===== src/rtl/sp_pkg.sv =====
/*
 Constants for the serial port: register indices, control bit positions, mode codes and timing.
 Assumes a single 125 MHz clock and a plain strobe register port.
*/
// What this block does
// - Accept a received frame only if done flag clear and filter off or final bit one.
// - On acceptance store final bit, load eight data bits, set receive-done flag.
// - After mid stop bit, receiver watches receive pin for a new falling edge.
// - Mode 3 frames and receives exactly like mode 2; only baud source differs.
// - A write to the serial buffer while the transmitter is idle starts transmission in every mode.
// - Mode 0 receives when done flag clear and enable set, driving shift clock.
// - Modes 1 to 3 receive on incoming start bit while receive enable set.
// - Mode code 00: synchronous eight bits, 4 or 12 clock periods per bit.
// - Mode code 01: ten-bit asynchronous frame timed by the baud tick.
// - Mode code 10: eleven-bit frame with ninth bit, 32 or 64 periods per bit.
// - Mode code 11: eleven-bit frame with ninth bit, timer-derived baud.
package sp_pkg;
   // Register indices on the strobe port.
   localparam logic [1:0] REG_CTRL = 2'h0;
   localparam logic [1:0] REG_BUF = 2'h1;
   localparam logic [1:0] REG_MASK = 2'h2;
   localparam logic [1:0] REG_DIV = 2'h3;
   // Control register bit positions.
   localparam int B_RX_DONE = 0;
   localparam int B_TX_DONE = 1;
   localparam int B_RX_NINTH = 2;
   localparam int B_TX_NINTH = 3;
   localparam int B_RX_EN = 4;
   localparam int B_FILTER = 5;
   localparam int B_MODE_HIGH = 6;
   localparam int B_MODE_LOW = 7;
   localparam int B_FAST = 8;
   localparam logic [8:0] CTRL_RESET = 9'h000;
   // Mode codes as mode_select_low,mode_select_high.
   localparam logic [1:0] MODE_SYNC = 2'h0;
   localparam logic [1:0] MODE_ASYNC10 = 2'h1;
   localparam logic [1:0] MODE_FIXED11 = 2'h2;
   localparam logic [1:0] MODE_TIMED11 = 2'h3;
   // Clock periods per bit for fixed-rate modes.
   localparam int SYNC_FAST = 4;
   localparam int SYNC_SLOW = 12;
   localparam int FIX_FAST = 32;
   localparam int FIX_SLOW = 64;
   // Timed modes use a sixteen-tick oversample of the baud divider.
   localparam int OVERSAMPLE = 16;
   localparam logic [15:0] DIV_RESET = 16'h0043;
endpackage


===== src/rtl/sp_baud.sv =====
/*
 Baud tick generator: divides the clock by one more than a software divider value.
 Assumes divider written before a timed mode is used.
*/
module sp_baud (
   // Clock and reset.
   input wire logic mclk_i,
   input wire logic rst_i,
   // Divider setting.
   input wire logic [15:0] div_i,
   // One-cycle tick.
   output logic tick_o
);
   logic [15:0] cnt_ff;
   logic [15:0] nxt_cnt;
   logic wrap;

   // A zero divider ticks on every clock so the tick never stops.
   assign wrap = (cnt_ff >= div_i) || (div_i == 16'h0000);
   assign nxt_cnt = wrap ? 16'h0000 : cnt_ff + 16'h0001;
   assign tick_o = wrap;

   // Free-running counter.
   always_ff @(posedge mclk_i) begin
      if (rst_i) begin
         cnt_ff <= 16'h0000;
      end else begin
         cnt_ff <= nxt_cnt;
      end
   end
endmodule


===== src/rtl/sp_top.sv =====
/*
 Serial port with four modes: synchronous shift, 10-bit and 11-bit asynchronous frames.
 Assumes a strobe register port on mclk_i and an external device on the serial pins.
*/
module sp_top (
   // Clock and reset.
   input wire logic mclk_i,
   input wire logic rst_i,
   // Register port.
   input wire logic [1:0] addr_i,
   input wire logic [15:0] wdata_i,
   input wire logic wr_i,
   input wire logic rd_i,
   output logic [15:0] rdata_o,
   // Serial receive pin, also driven as data in mode 0.
   input wire logic rxd_i,
   output logic rxd_o,
   output logic rxd_oe_o,
   // Serial transmit pin, shift clock in mode 0.
   output logic txd_o,
   // Interrupt.
   output logic irq_o
);
   import sp_pkg::*;

   typedef enum logic [1:0] {SP_IDLE, SP_START, SP_DATA, SP_STOP} sp_state_t;

   logic [8:0] ctrl_ff;
   logic [1:0] mask_ff;
   logic [15:0] div_ff;
   logic [7:0] buf_ff;
   logic [15:0] rdata_ff;
   logic rx_s1_ff;
   logic rx_s2_ff;
   logic rx_prev_ff;
   logic baud_tick;

   // Decode of strobes.
   wire wr_ctrl = wr_i && (addr_i == REG_CTRL);
   wire wr_buf = wr_i && (addr_i == REG_BUF);
   wire wr_mask = wr_i && (addr_i == REG_MASK);
   wire wr_div = wr_i && (addr_i == REG_DIV);
   wire [1:0] mode = {ctrl_ff[B_MODE_LOW], ctrl_ff[B_MODE_HIGH]};
   wire sync_mode = (mode == MODE_SYNC);
   wire ninth_mode = mode[1];
   wire timed_mode = (mode == MODE_ASYNC10) || (mode == MODE_TIMED11);

   sp_baud u_baud (
      .mclk_i(mclk_i),
      .rst_i(rst_i),
      .div_i(div_ff),
      .tick_o(baud_tick)
   );

   // Period of one oversample slot, one sixteenth of a bit time.
   logic [6:0] slot_len;
   assign slot_len = ctrl_ff[B_FAST] ? 7'(FIX_FAST / OVERSAMPLE) : 7'(FIX_SLOW / OVERSAMPLE);
   logic [6:0] slot_ff;
   wire slot_end = (slot_ff + 7'h01 >= slot_len);
   wire os_tick = timed_mode ? baud_tick : slot_end;
   wire [6:0] sync_len = ctrl_ff[B_FAST] ? 7'(SYNC_FAST) : 7'(SYNC_SLOW);

   // Fixed-rate slot counter.
   always_ff @(posedge mclk_i) begin
      if (rst_i || slot_end) begin
         slot_ff <= 7'h00;
      end else begin
         slot_ff <= slot_ff + 7'h01;
      end
   end

   // Pin synchroniser; only the second stage and its one-cycle delayed copy feed logic.
   always_ff @(posedge mclk_i) begin
      if (rst_i) begin
         rx_s1_ff <= 1'b1;
         rx_s2_ff <= 1'b1;
         rx_prev_ff <= 1'b1;
      end else begin
         rx_s1_ff <= rxd_i;
         rx_s2_ff <= rx_s1_ff;
         rx_prev_ff <= rx_s2_ff;
      end
   end
   wire rx_fall = rx_prev_ff && !rx_s2_ff;

   // Transmitter: async frame or mode 0 shift, launched by a buffer write.
   sp_state_t tx_st_ff;
   logic [8:0] tx_sh_ff;
   logic [3:0] tx_bits_ff;
   logic [3:0] tx_os_ff;
   logic [6:0] tx_cnt_ff;
   logic txd_ff;
   logic tx_fin;
   logic [6:0] tx_slot_ff;

   // The transmitter keeps its own slot phase, restarted by each launch, so that the start
   // bit lasts a whole bit time in the fixed-rate modes. Sharing the receiver's free-running
   // phase would cut the start bit short by up to one slot. The timed modes still share the
   // baud divider, so their start bit may be short by up to one divider period.
   wire tx_launch = wr_buf && tx_st_ff == SP_IDLE;
   wire tx_slot_end = (tx_slot_ff + 7'h01 >= slot_len);
   wire tx_tick = timed_mode ? baud_tick : tx_slot_end;
   wire tx_os_end = tx_tick && (tx_os_ff == 4'hF);

   // Transmit slot counter.
   always_ff @(posedge mclk_i) begin
      if (rst_i || tx_launch || tx_slot_end) begin
         tx_slot_ff <= 7'h00;
      end else begin
         tx_slot_ff <= tx_slot_ff + 7'h01;
      end
   end
   wire [3:0] tx_nbits = ninth_mode ? 4'h9 : 4'h8;

   // Mode 0 shift clock: low for the first half of each bit; data change one clock before
   // it falls, so they are settled long before the rising edge on which the far side samples.
   logic sclk_ff;
   logic rx0_act_ff;
   logic [3:0] rx0_bits_ff;
   logic [6:0] rx0_cnt_ff;
   logic [7:0] rx0_sh_ff;
   logic rx0_fin;
   wire half_cnt = (tx_cnt_ff == (sync_len >> 1));
   wire full_cnt = (tx_cnt_ff == sync_len - 7'h01);

   always_ff @(posedge mclk_i) begin
      tx_fin <= 1'b0;
      if (rst_i) begin
         tx_st_ff <= SP_IDLE;
         tx_sh_ff <= 9'h1FF;
         tx_bits_ff <= 4'h0;
         tx_os_ff <= 4'h0;
         tx_cnt_ff <= 7'h00;
         txd_ff <= 1'b1;
         sclk_ff <= 1'b1;
      end else if (wr_buf && tx_st_ff == SP_IDLE) begin
         tx_sh_ff <= {ctrl_ff[B_TX_NINTH], wdata_i[7:0]};
         tx_bits_ff <= 4'h0;
         tx_os_ff <= 4'h0;
         tx_cnt_ff <= 7'h00;
         tx_st_ff <= sync_mode ? SP_DATA : SP_START;
         txd_ff <= sync_mode ? 1'b1 : 1'b0;
      end else if (sync_mode && tx_st_ff == SP_DATA) begin
         tx_cnt_ff <= full_cnt ? 7'h00 : tx_cnt_ff + 7'h01;
         if (tx_cnt_ff == 7'h00) begin
            sclk_ff <= 1'b0;
         end
         if (half_cnt) begin
            sclk_ff <= 1'b1;
         end
         if (full_cnt) begin
            tx_sh_ff <= {1'b1, tx_sh_ff[8:1]};
            tx_bits_ff <= tx_bits_ff + 4'h1;
            if (tx_bits_ff == 4'h7) begin
               tx_st_ff <= SP_IDLE;
               tx_fin <= 1'b1;
            end
         end
      end else if (tx_st_ff != SP_IDLE && !sync_mode) begin
         if (tx_tick) begin
            tx_os_ff <= tx_os_ff + 4'h1;
         end
         if (tx_os_end) begin
            unique case (tx_st_ff)
               SP_START: begin
                  tx_st_ff <= SP_DATA;
                  txd_ff <= tx_sh_ff[0];
               end
               SP_DATA: begin
                  tx_bits_ff <= tx_bits_ff + 4'h1;
                  tx_sh_ff <= {1'b1, tx_sh_ff[8:1]};
                  if (tx_bits_ff + 4'h1 == tx_nbits) begin
                     tx_st_ff <= SP_STOP;
                     txd_ff <= 1'b1;
                  end else begin
                     txd_ff <= tx_sh_ff[1];
                  end
               end
               SP_STOP: begin
                  tx_st_ff <= SP_IDLE;
                  tx_fin <= 1'b1;
               end
               default: tx_st_ff <= SP_IDLE;
            endcase
         end
      end else if (!rx0_act_ff) begin
         sclk_ff <= 1'b1;
      end
   end

   // Mode 0 receiver: starts when done flag clear and enable set, shares the shift clock.
   // The done flag lands one cycle after the finish pulse, so the pulse itself also blocks
   // a restart that would otherwise slip into that gap.
   wire rx0_go = sync_mode && !rx0_act_ff && !rx0_fin && !ctrl_ff[B_RX_DONE]
                 && ctrl_ff[B_RX_EN] && tx_st_ff == SP_IDLE;
   // At four clocks per bit the far side has two low clocks to answer, which the two-flop
   // pin synchroniser leaves no room for; the slow rate is the safe one for reception.
   wire rx0_full = (rx0_cnt_ff == sync_len - 7'h01);
   wire rx0_half = (rx0_cnt_ff == (sync_len >> 1) - 7'h01);
   logic rx0_clk_ff;
   always_ff @(posedge mclk_i) begin
      rx0_fin <= 1'b0;
      if (rst_i || !sync_mode) begin
         rx0_act_ff <= 1'b0;
         rx0_bits_ff <= 4'h0;
         rx0_cnt_ff <= 7'h00;
         rx0_sh_ff <= 8'h00;
         rx0_clk_ff <= 1'b1;
      end else if (rx0_go) begin
         rx0_act_ff <= 1'b1;
         rx0_bits_ff <= 4'h0;
         rx0_cnt_ff <= 7'h00;
         rx0_clk_ff <= 1'b0; // The first bit gets a full half bit of low clock too.
      end else if (rx0_act_ff) begin
         rx0_cnt_ff <= rx0_full ? 7'h00 : rx0_cnt_ff + 7'h01;
         rx0_clk_ff <= (rx0_cnt_ff >= (sync_len >> 1) - 7'h01) && !rx0_full;
         if (rx0_half) begin
            rx0_sh_ff <= {rx_s2_ff, rx0_sh_ff[7:1]};
         end
         if (rx0_full) begin
            rx0_bits_ff <= rx0_bits_ff + 4'h1;
            if (rx0_bits_ff == 4'h7) begin
               rx0_act_ff <= 1'b0;
               rx0_fin <= 1'b1;
               rx0_clk_ff <= 1'b1; // No stray falling edge after the last bit.
            end
         end
      end else begin
         rx0_clk_ff <= 1'b1;
      end
   end

   // Asynchronous receiver with sixteen-slot oversampling, sampling at slot 8.
   sp_state_t rx_st_ff;
   logic [3:0] rx_os_ff;
   logic [3:0] rx_bits_ff;
   logic [8:0] rx_sh_ff;
   logic rx_fin;
   logic [7:0] rx_data;
   logic rx_final;
   wire rx_mid = os_tick && (rx_os_ff == 4'h7);
   always_ff @(posedge mclk_i) begin
      rx_fin <= 1'b0;
      if (rst_i || sync_mode) begin
         rx_st_ff <= SP_IDLE;
         rx_os_ff <= 4'h0;
         rx_bits_ff <= 4'h0;
         rx_sh_ff <= 9'h000;
      end else begin
         if (os_tick) begin
            rx_os_ff <= rx_os_ff + 4'h1;
         end
         unique case (rx_st_ff)
            SP_IDLE: begin
               if (rx_fall && ctrl_ff[B_RX_EN]) begin
                  rx_st_ff <= SP_START;
                  rx_os_ff <= 4'h0;
               end
            end
            SP_START: begin
               if (rx_mid) begin
                  rx_st_ff <= rx_s2_ff ? SP_IDLE : SP_DATA; // False start rejected.
                  rx_bits_ff <= 4'h0;
               end
            end
            SP_DATA: begin
               if (rx_mid) begin
                  rx_sh_ff <= {rx_s2_ff, rx_sh_ff[8:1]};
                  rx_bits_ff <= rx_bits_ff + 4'h1;
                  if (rx_bits_ff + 4'h1 == tx_nbits) begin
                     rx_st_ff <= SP_STOP;
                  end
               end
            end
            SP_STOP: begin
               if (rx_mid) begin
                  rx_fin <= 1'b1;
                  rx_st_ff <= SP_IDLE;
               end
            end
            default: rx_st_ff <= SP_IDLE;
         endcase
      end
   end

   // Frame content: eleven-bit frames carry nine data bits, the final bit is the ninth.
   assign rx_data = ninth_mode ? rx_sh_ff[7:0] : rx_sh_ff[8:1];
   assign rx_final = ninth_mode ? rx_sh_ff[8] : rx_s2_ff;
   wire accept_async = rx_fin && !ctrl_ff[B_RX_DONE]
                       && (!ctrl_ff[B_FILTER] || rx_final);
   wire accept = accept_async || rx0_fin;

   // Control register; hardware sets win over software clears.
   logic [8:0] nxt_ctrl;
   always_comb begin
      nxt_ctrl = wr_ctrl ? wdata_i[8:0] : ctrl_ff;
      if (accept) begin
         nxt_ctrl[B_RX_DONE] = 1'b1;
         nxt_ctrl[B_RX_NINTH] = sync_mode ? ctrl_ff[B_RX_NINTH] : rx_final;
      end
      if (tx_fin) begin
         nxt_ctrl[B_TX_DONE] = 1'b1;
      end
   end

   // Register storage.
   always_ff @(posedge mclk_i) begin
      if (rst_i) begin
         ctrl_ff <= CTRL_RESET;
         mask_ff <= 2'h0;
         div_ff <= DIV_RESET;
         buf_ff <= 8'h00;
      end else begin
         ctrl_ff <= nxt_ctrl;
         if (wr_mask) begin
            mask_ff <= wdata_i[1:0];
         end
         if (wr_div) begin
            div_ff <= wdata_i;
         end
         if (accept) begin
            buf_ff <= sync_mode ? rx0_sh_ff : rx_data;
         end
      end
   end

   // Read data one cycle after the strobe, zero otherwise.
   logic [15:0] rd_mux;
   always_comb begin
      unique case (addr_i)
         REG_CTRL: rd_mux = {7'h00, ctrl_ff};
         REG_BUF: rd_mux = {8'h00, buf_ff};
         REG_MASK: rd_mux = {14'h0000, mask_ff};
         REG_DIV: rd_mux = div_ff;
      endcase
   end
   always_ff @(posedge mclk_i) begin
      if (rst_i) begin
         rdata_ff <= 16'h0000;
      end else begin
         rdata_ff <= rd_i ? rd_mux : 16'h0000;
      end
   end
   assign rdata_o = rdata_ff;

   // Pins: mode 0 drives the shift clock on transmit and receive, and data only on transmit.
   assign txd_o = sync_mode ? (sclk_ff & rx0_clk_ff) : txd_ff;
   assign rxd_o = tx_sh_ff[0];
   assign rxd_oe_o = sync_mode && tx_st_ff == SP_DATA;
   assign irq_o = |(ctrl_ff[1:0] & mask_ff);
endmodule


===== config.mk =====
export PLATFORM = sky130hd
export DESIGN_NAME = sp_top
export DESIGN_NICKNAME = d
export VERILOG_FILES = /design/src/rtl/sp_pkg.sv /design/src/rtl/sp_baud.sv /design/src/rtl/sp_top.sv
export SDC_FILE = /design/constraint.sdc
export NUM_CORES = 1
export LEC_CHECK = 0
export ABC_AREA = 1
export BUFFER_PORTS_ARGS = -buffer_cell sky130_fd_sc_hd__buf_2
export CAP_MARGIN = 20
export CORE_MARGIN = 4
export CORE_UTILIZATION = 55
export DETAILED_ROUTE_END_ITERATION = 8
export PLACE_DENSITY = 0.76
export RECOVER_POWER = 100
export SLEW_MARGIN = 30
export SYNTH_ARGS = -nofsm -noshare
export SYNTH_HDL_FRONTEND = slang
export SYNTH_SLANG_ARGS = --single-unit

===== constraint.sdc =====
create_clock -name mclk_i -period 2 [get_ports mclk_i]
set_input_delay 0.2 -clock mclk_i [delete_from_list [all_inputs] [get_ports mclk_i]]
set_output_delay 0.2 -clock mclk_i [all_outputs]
set_load 0.01 [all_outputs]

==> flow_summary_export.csv, run 1 <==
group,metric,value,unit
run_status,status,"finished with violations",
run_status,violations,"negative setup slack",
timing,fin_ws,-0.222,ns
cells_and_area,drive_above_1_share,0.271,
route,post_drt_wl_per_cell,15.3,microns
setup_path,critPathLaunchType,"flip-flop",
grt,grt_pass1_vias,6578,
grt,grt_pass1_wl,30500,microns
grt,grt_antenna_before_repair,0,
clock_network,htree_levels,4,
logic_synthesis,synth-seq-cells,155,
route,via_per_inst,5.44,
die,rows,41,
cells_and_area,regArea,0.00312,sq mm
logic_synthesis,ys_warn_count,0,
timing,max_freq,0.450,GHz
power,ir_worst_vdd,0.622,mV
clock_network,cts-root-buf,"clkbuf_16",
cells_and_area,fin_nets,1189,
setup_path,end_kind,"flip-flop",
cells_and_area,multiInputGateArea,0.00414,sq mm
power,p_total,0.00762,W
logic_synthesis,synth_top_area_frac,0.427,
setup_path,worstSetupPathType,"reg -> reg",
placed_design,gp_congestion,0.904,
clock_network,clk_latency,0.43,ns
die,start_util,0.569,
grt,overflow,0,
logic_synthesis,synth_edf_count,0,
route,antenna_left,0,
timing,finalHoldViolCount,0,
logic_synthesis,netlist_area,0.00727,sq mm
power,leakagePower,4.10,nW
job,drv_cap,0,
route,num_vias,7166,
route,drt_pre_antenna_iters,5,
logic_synthesis,yosysSeqAreaShare,0.427,
timing,rsz0062_at_grt,"yes",
die,io_pins,43,
die,die_h,123,microns
power,cellPowerDensity,789,mW/mm^2
clock_network,cts_max_path_buffers,2,
logic_synthesis,netlist-cell-type-count,47,
grt,grt_max_degree,32,
clock_network,cts_made_buffers,17,
timing,slew_headroom,0.514,
die,core,0.0128,sq mm
logic_synthesis,synth.area.top_cells,"dfxtp_1 43%, nand2_1 10%, inv_1 6.6%",
die,dieWidth,123,microns
placed_design,dp_hpwl,12600,microns
timing,post-route-period-util,1.11,
setup_path,cp_max_fo,8,
die,die_area,0.0151,sq mm
logic_synthesis,synth.avg_cell_area,7.36,sq um
grt,track_usage,0.258,
timing,worst_slew_pin_slew,0.724,ns
setup_path,critPathArrivalTime,2.53,ns
setup_path,crit_required,2.31,ns
cells_and_area,insertedDiodeCount,0,
cells_and_area,stdcell_area,0.00965,sq mm
timing,period_needed,2.22,ns
route,wl,20200,microns
clock_network,cts_tree,"yes",
timing,finalMaxSlewViolations,0,
route,drc,0,
cells_and_area,nFillCells,904,
timing,fin_skew,0.00581,ns
logic_synthesis,synthArstFlopShare,0,
placed_design,placed_cell_area,0.00822,sq mm
logic_synthesis,synth_cells,988,
clock_network,clk_pin_slew_worst_paths,0.06,ns
hold_path,hold_class,"in -> reg",
logic_synthesis,synth-main-ff-cell,"dfxtp_1",
placed_design,io_buffer_count,42,
timing,tns,-4.61,ns
logic_synthesis,yosys.area.top_type,"dfxtp_1",
clock_network,cts.sink_count,155,
timing,setup_viol,41,
route,drtIter0Drc,603,
cells_and_area,syn2layout_area_growth,32.8,%
## power by group
group	leakage (nW)	total, W	switching (W)	internal [W]
Sequential	1.26	0.00320	0.0000512	0.00315
Combinational	2.50	0.000629	0.000384	0.000245
Clock	0.337	0.00378	0.00131	0.00248
Total	4.10	0.00762	0.00174	0.00587
## per-stage QoR
stage | util | hold WS [ns] | setup slack, ns | std cells
after global placement | 0.644 | 0.390 | -0.100 | 1264
final | 0.756 | 0.0574 | -0.222 | 1317
after CTS | 0.726 | 0.0512 | -0.132 | 1311
after floorplan | - | 0.304 | -0.0195 | 995
after global routing | 0.756 | 0.0713 | -0.355 | 1317
after detailed placement | 0.644 | 0.389 | -0.195 | 1264
## final timing paths
| check | slack (ns) | to | cells after the start | from |
|---|---|---|---|---|
| max reg2reg | -0.22 | tx_sh_ff[4] | 18 | div_ff[7] |
| max | -0.22 | tx_sh_ff[4] | 18 | div_ff[7] |
| min | 0.06 | div_ff[12] | 3 | wdata_i[12] |
| min reg2reg | 0.41 | rx_s2_ff | 1 | rx_s1_ff |
## per-layer routing
layer / vias to the layer above / wire length (microns) / track usage
li1: 3517 / - / -
met1: 3358 / 8180 / 0.310
met2: 248 / 10200 / 0.439
met3: 43 / 1290 / 0.0654
met4: 0 / 505 / 0.104
met5: - / 0 / 0
## critical path, cell delays in order (launching register included)
cell and delay (ns):
dfxtp_2 0.34, inv_2 0.06, ha_4 0.27, nand2_2 0.05, inv_2 0.07, nand2_2 0.06, nor2_2 0.12, nor2_1 0.07
nand2_1 0.10, nand2_2 0.08, nand2_2 0.08, nand2_4 0.09, nand2_4 0.12, nand2_4 0.07, nand2_4 0.13, nand2_8 0.10
buf_6 0.15, nand2_2 0.05, nand3_2 0.06
## state kept, by name, summed over array words and instances, names as in the netlist, 8 cells and up, named ones only
register and cells:
rdata_o 16, buf_ff 8, ctrl_ff 9, u_baud.cnt_ff 16
tx_sh_ff 9, rx0_sh_ff 8, div_ff 16, rx_sh_ff 9
## what timing repair did
item | CTS | global route
setup endpoints to repair | 41 | 50
pin swaps | 24 | 39
hold buffers | 2 | 0
resized for setup | 77 | 106
buffers inserted | 11 | 9
cloned | 2 | 0
hold endpoints to repair | 2 | 0
## cells by family (layout without fill, tap and decap cells)
logic type               count (synthesis)  count (layout)  share of synthesized area
other                                    1               8                   0.000516
buffers and inverters                  155             305                     0.0821
AND/OR/NAND/NOR                        418             418                      0.256
XOR/XNOR                                19              19                     0.0229
AO/OA/AOI/OAI                          206             206                      0.153
adder cells (fa/ha/maj)                 34              34                     0.0585
flip-flops                             155             155                      0.427
## cells in the final DEF, fill, tap and decap left out, types with 13 or more instances in the layout
cell       instances
a21oi_1           78
buf_2             23
buf_4             82
clkbuf_1          23
clkbuf_16         17
dfxtp_1          142
dfxtp_2           13
ha_1              23
inv_1            113
inv_2             15
nand2_1          153
nand2_2           32
nand3_1           33
nand3_2           13
nor2_1            92
nor3_1            25
o21ai_0           70
## final cells by class
| type | instances | share of cell area |
|---|---|---|
| clock buffer | 22 | 0.0502 |
| clock inverter | 10 | 0.0218 |
| inverter | 133 | 0.0539 |
| multi-input combinational | 685 | 0.429 |
| sequential | 155 | 0.323 |
| tap | 172 | 0.0223 |
| timing repair buffer | 139 | 0.0980 |
| timing repair inverter | 1 | 0.00117 |
## cell usage after synthesis (5+ instances only)
master      n
clkbuf_1   16
nor3_1     27
nor2_2      5
dfxtp_1   155
nor2_1     99
xor2_1     13
xnor2_1     6
nand4_1    10
ha_1       34
o211ai_1    6
or2_2       7
a21oi_1    90
nand3_1    46
inv_1     128
o21ai_0    82
a211oi_1    9
nand2_1   196
Power figures use the tool's default switching activity.
==> run 2, diff against run 1 <==
- CTS_CLUSTER_DIAMETER: unset -> 60
- RECOVER_POWER: 100 -> unset
==> flow_summary_export.csv, run 2 (same netlist as run 1, synthesis figures left out) <==
group,metric,value,unit
run_status,status,"finished with violations",
run_status,violations,"negative setup slack",
setup_path,crit_chain,"inv_1 -> ha_1 -> nand2_1 -> nor2_1 -> nand2_1 -> nand2_1 -> nor2_2 -> nand2_2 -> nand2_4 -> nand2_4 -> nand2_4 -> nand2_4 -> nand2_8 -> buf_6 -> nand2_2 -> nand3_2",
clock_network,cts_tree,"yes",
timing,max_freq,0.452,GHz
job,drv_cap,0,
setup_path,path_common_cell,"nand2_4",
power,p_comb_frac,0.083,
timing,fin_skew,0.00538,ns
setup_path,cp_max_fo,8,
setup_path,max_stage_delay,0.35,ns
timing,slew_headroom,0.515,
clock_network,cts.sink_count,155,
grt,grt_pass1_wl,30500,microns
die,die_h,123,microns
hold_path,whs_path_depth,3,
cells_and_area,stdcell_area,0.00969,sq mm
power,p_total,0.00762,W
clock_network,cts_max_path_buffers,2,
power,leakagePower,4.19,nW
placed_design,dp_hpwl,12600,microns
clock_network,cts-root-buf,"clkbuf_16",
die,start_util,0.569,
die,rows,41,
setup_path,slowest_stage,"dfxtp_1",
cells_and_area,stdcell_count,1317,
timing,setup_viol,41,
hold_path,hold_class,"in -> reg",
setup_path,ff2ff_path_depth,16,
timing,finalMaxSlewViolations,0,
grt,grt_antenna_before_repair,0,
placed_design,io_buffer_count,42,
setup_path,worstSetupPathType,"reg -> reg",
grt,grt_max_degree,32,
route,antenna_left,0,
die,core,0.0128,sq mm
cells_and_area,fin_nets,1189,
power,seq_power_share,0.420,
cells_and_area,syn2layout_area_growth,33.3,%
timing,holdWs,0.0544,ns
timing,rsz0062_at_grt,"yes",
setup_path,crit_required,2.31,ns
route,wl,20100,microns
route,num_vias,7138,
cells_and_area,layout_commonest_cell,"nand2_1",
setup_path,critPathLaunchType,"flip-flop",
setup_path,critPathLaunch,"div_ff[15]",
route,drtIter0Drc,576,
setup_path,r2r_end,"tx_sh_ff[4]",
die,die_area,0.0151,sq mm
placed_design,gp_congestion,0.904,
timing,worst_slew_pin_slew,0.722,ns
power,cellInternalPower,0.00588,W
timing,fin_ws,-0.215,ns
placed_design,place_inst,1264,
route,via_per_inst,5.42,
cells_and_area,final_cell_mix,"153 x nand2_1, 141 x dfxtp_1, 113 x inv_1, 91 x nor2_1, 84 x buf_4",
grt,grt_pass1_vias,6578,
timing,period_needed,2.21,ns
route,drt_pre_antenna_iters,5,
route,drc,0,
cells_and_area,insertedDiodeCount,0,
power,ir_worst_vdd,0.624,mV
route,post_drt_wl_per_cell,15.3,microns
clock_network,clk_pin_slew_worst_paths,0.06,ns
power,p_sw_frac,0.229,
power,cellPowerDensity,787,mW/mm^2
die,io_pins,43,
grt,overflow,0,
cells_and_area,drive_above_1_share,0.292,
timing,finalHoldViolCount,0,
placed_design,post-place-ws,-0.195,ns
hold_path,holdPathEnd,"div_ff[12]",
power,switchingPower,0.00175,W
power,p_clk_frac,0.497,
setup_path,r2r-start,"div_ff[15]",
setup_path,critPathArrivalTime,2.52,ns
setup_path,end_kind,"flip-flop",
grt,track_usage,0.258,
clock_network,htree_levels,4,
setup_path,regToRegSetupSlack,-0.21,ns
placed_design,placed_cell_area,0.00822,sq mm
clock_network,clk_latency,0.43,ns
timing,post-route-period-util,1.11,
clock_network,cts_made_buffers,17,
hold_path,min-delay-start,"wdata_i[12]",
die,dieWidth,123,microns
==> run 2: metrics by stage <==
step	utilization	setup TNS, ns
CTS	0.726	-2.77
global route	0.758	-10.61
floorplan	-	-0.0229
finish	0.758	-4.57
global placement	0.644	-2.39
detailed placement	0.644	-5.14
==> run 2: area by class of cell <==
type                    instances  area, sq um
clock buffers                  22          484
clock inverters                10          210
fillers                       882         3090
inverters                     133          520
multi-input cells             685         4150
flip-flops and latches        155         3120
well taps                     172          215
repair buffers                139          978
repair inverters                1         11.3
==> run 2: worst max-delay path by stage <==
stage / end / cells after the start
final: tx_sh_ff[4] / 16
after global routing: tx_sh_ff[0] / 16
after CTS: tx_sh_ff[8] / 16
after detailed placement: tx_sh_ff[8] / 16
after global placement: rx_sh_ff[3] / 14
after floorplan: txd_ff / 16
==> run 2: what timing repair did <==
| action | in CTS | in global routing |
|---|---|---|
| pin swaps | 24 | 39 |
| resized for setup | 77 | 106 |
| cloned | 2 | 0 |
| hold buffers | 2 | 0 |
| hold endpoints to repair | 2 | 0 |
| setup buffers | 11 | 9 |
| setup endpoints to repair | 41 | 50 |
==> run 2: metal layers <==
layer,GRT usage,vias to the layer above,part of all wire
met3,0.0654,39,0.057
li1,-,3522,-
met5,0,-,0
met1,0.310,3352,0.41
met4,0.104,0,0.024
met2,0.439,225,0.51
==> run 2: power by group through the flow <==
stage | clock (W) | combinational [W] | sequential, W
3_5_place_dp | 0 | 0.000518 | 0.00326
4_1_cts | 0.00380 | 0.000567 | 0.00319
6_report | 0.00379 | 0.000631 | 0.00320
3_3_place_gp | 0 | 0.000512 | 0.00326
2_1_floorplan | 0 | 0.000303 | 0.00325
5_1_grt | 0.00395 | 0.000696 | 0.00321
==> run 2: worst max-delay path, delay by kind of cell, from the launching register on <==
family | cells | cell delay [ns]
DFF | 1 | 0.35
buffers and inverters | 2 | 0.23
adders and majority gates | 1 | 0.31
and+or+nand+nor | 13 | 1.17
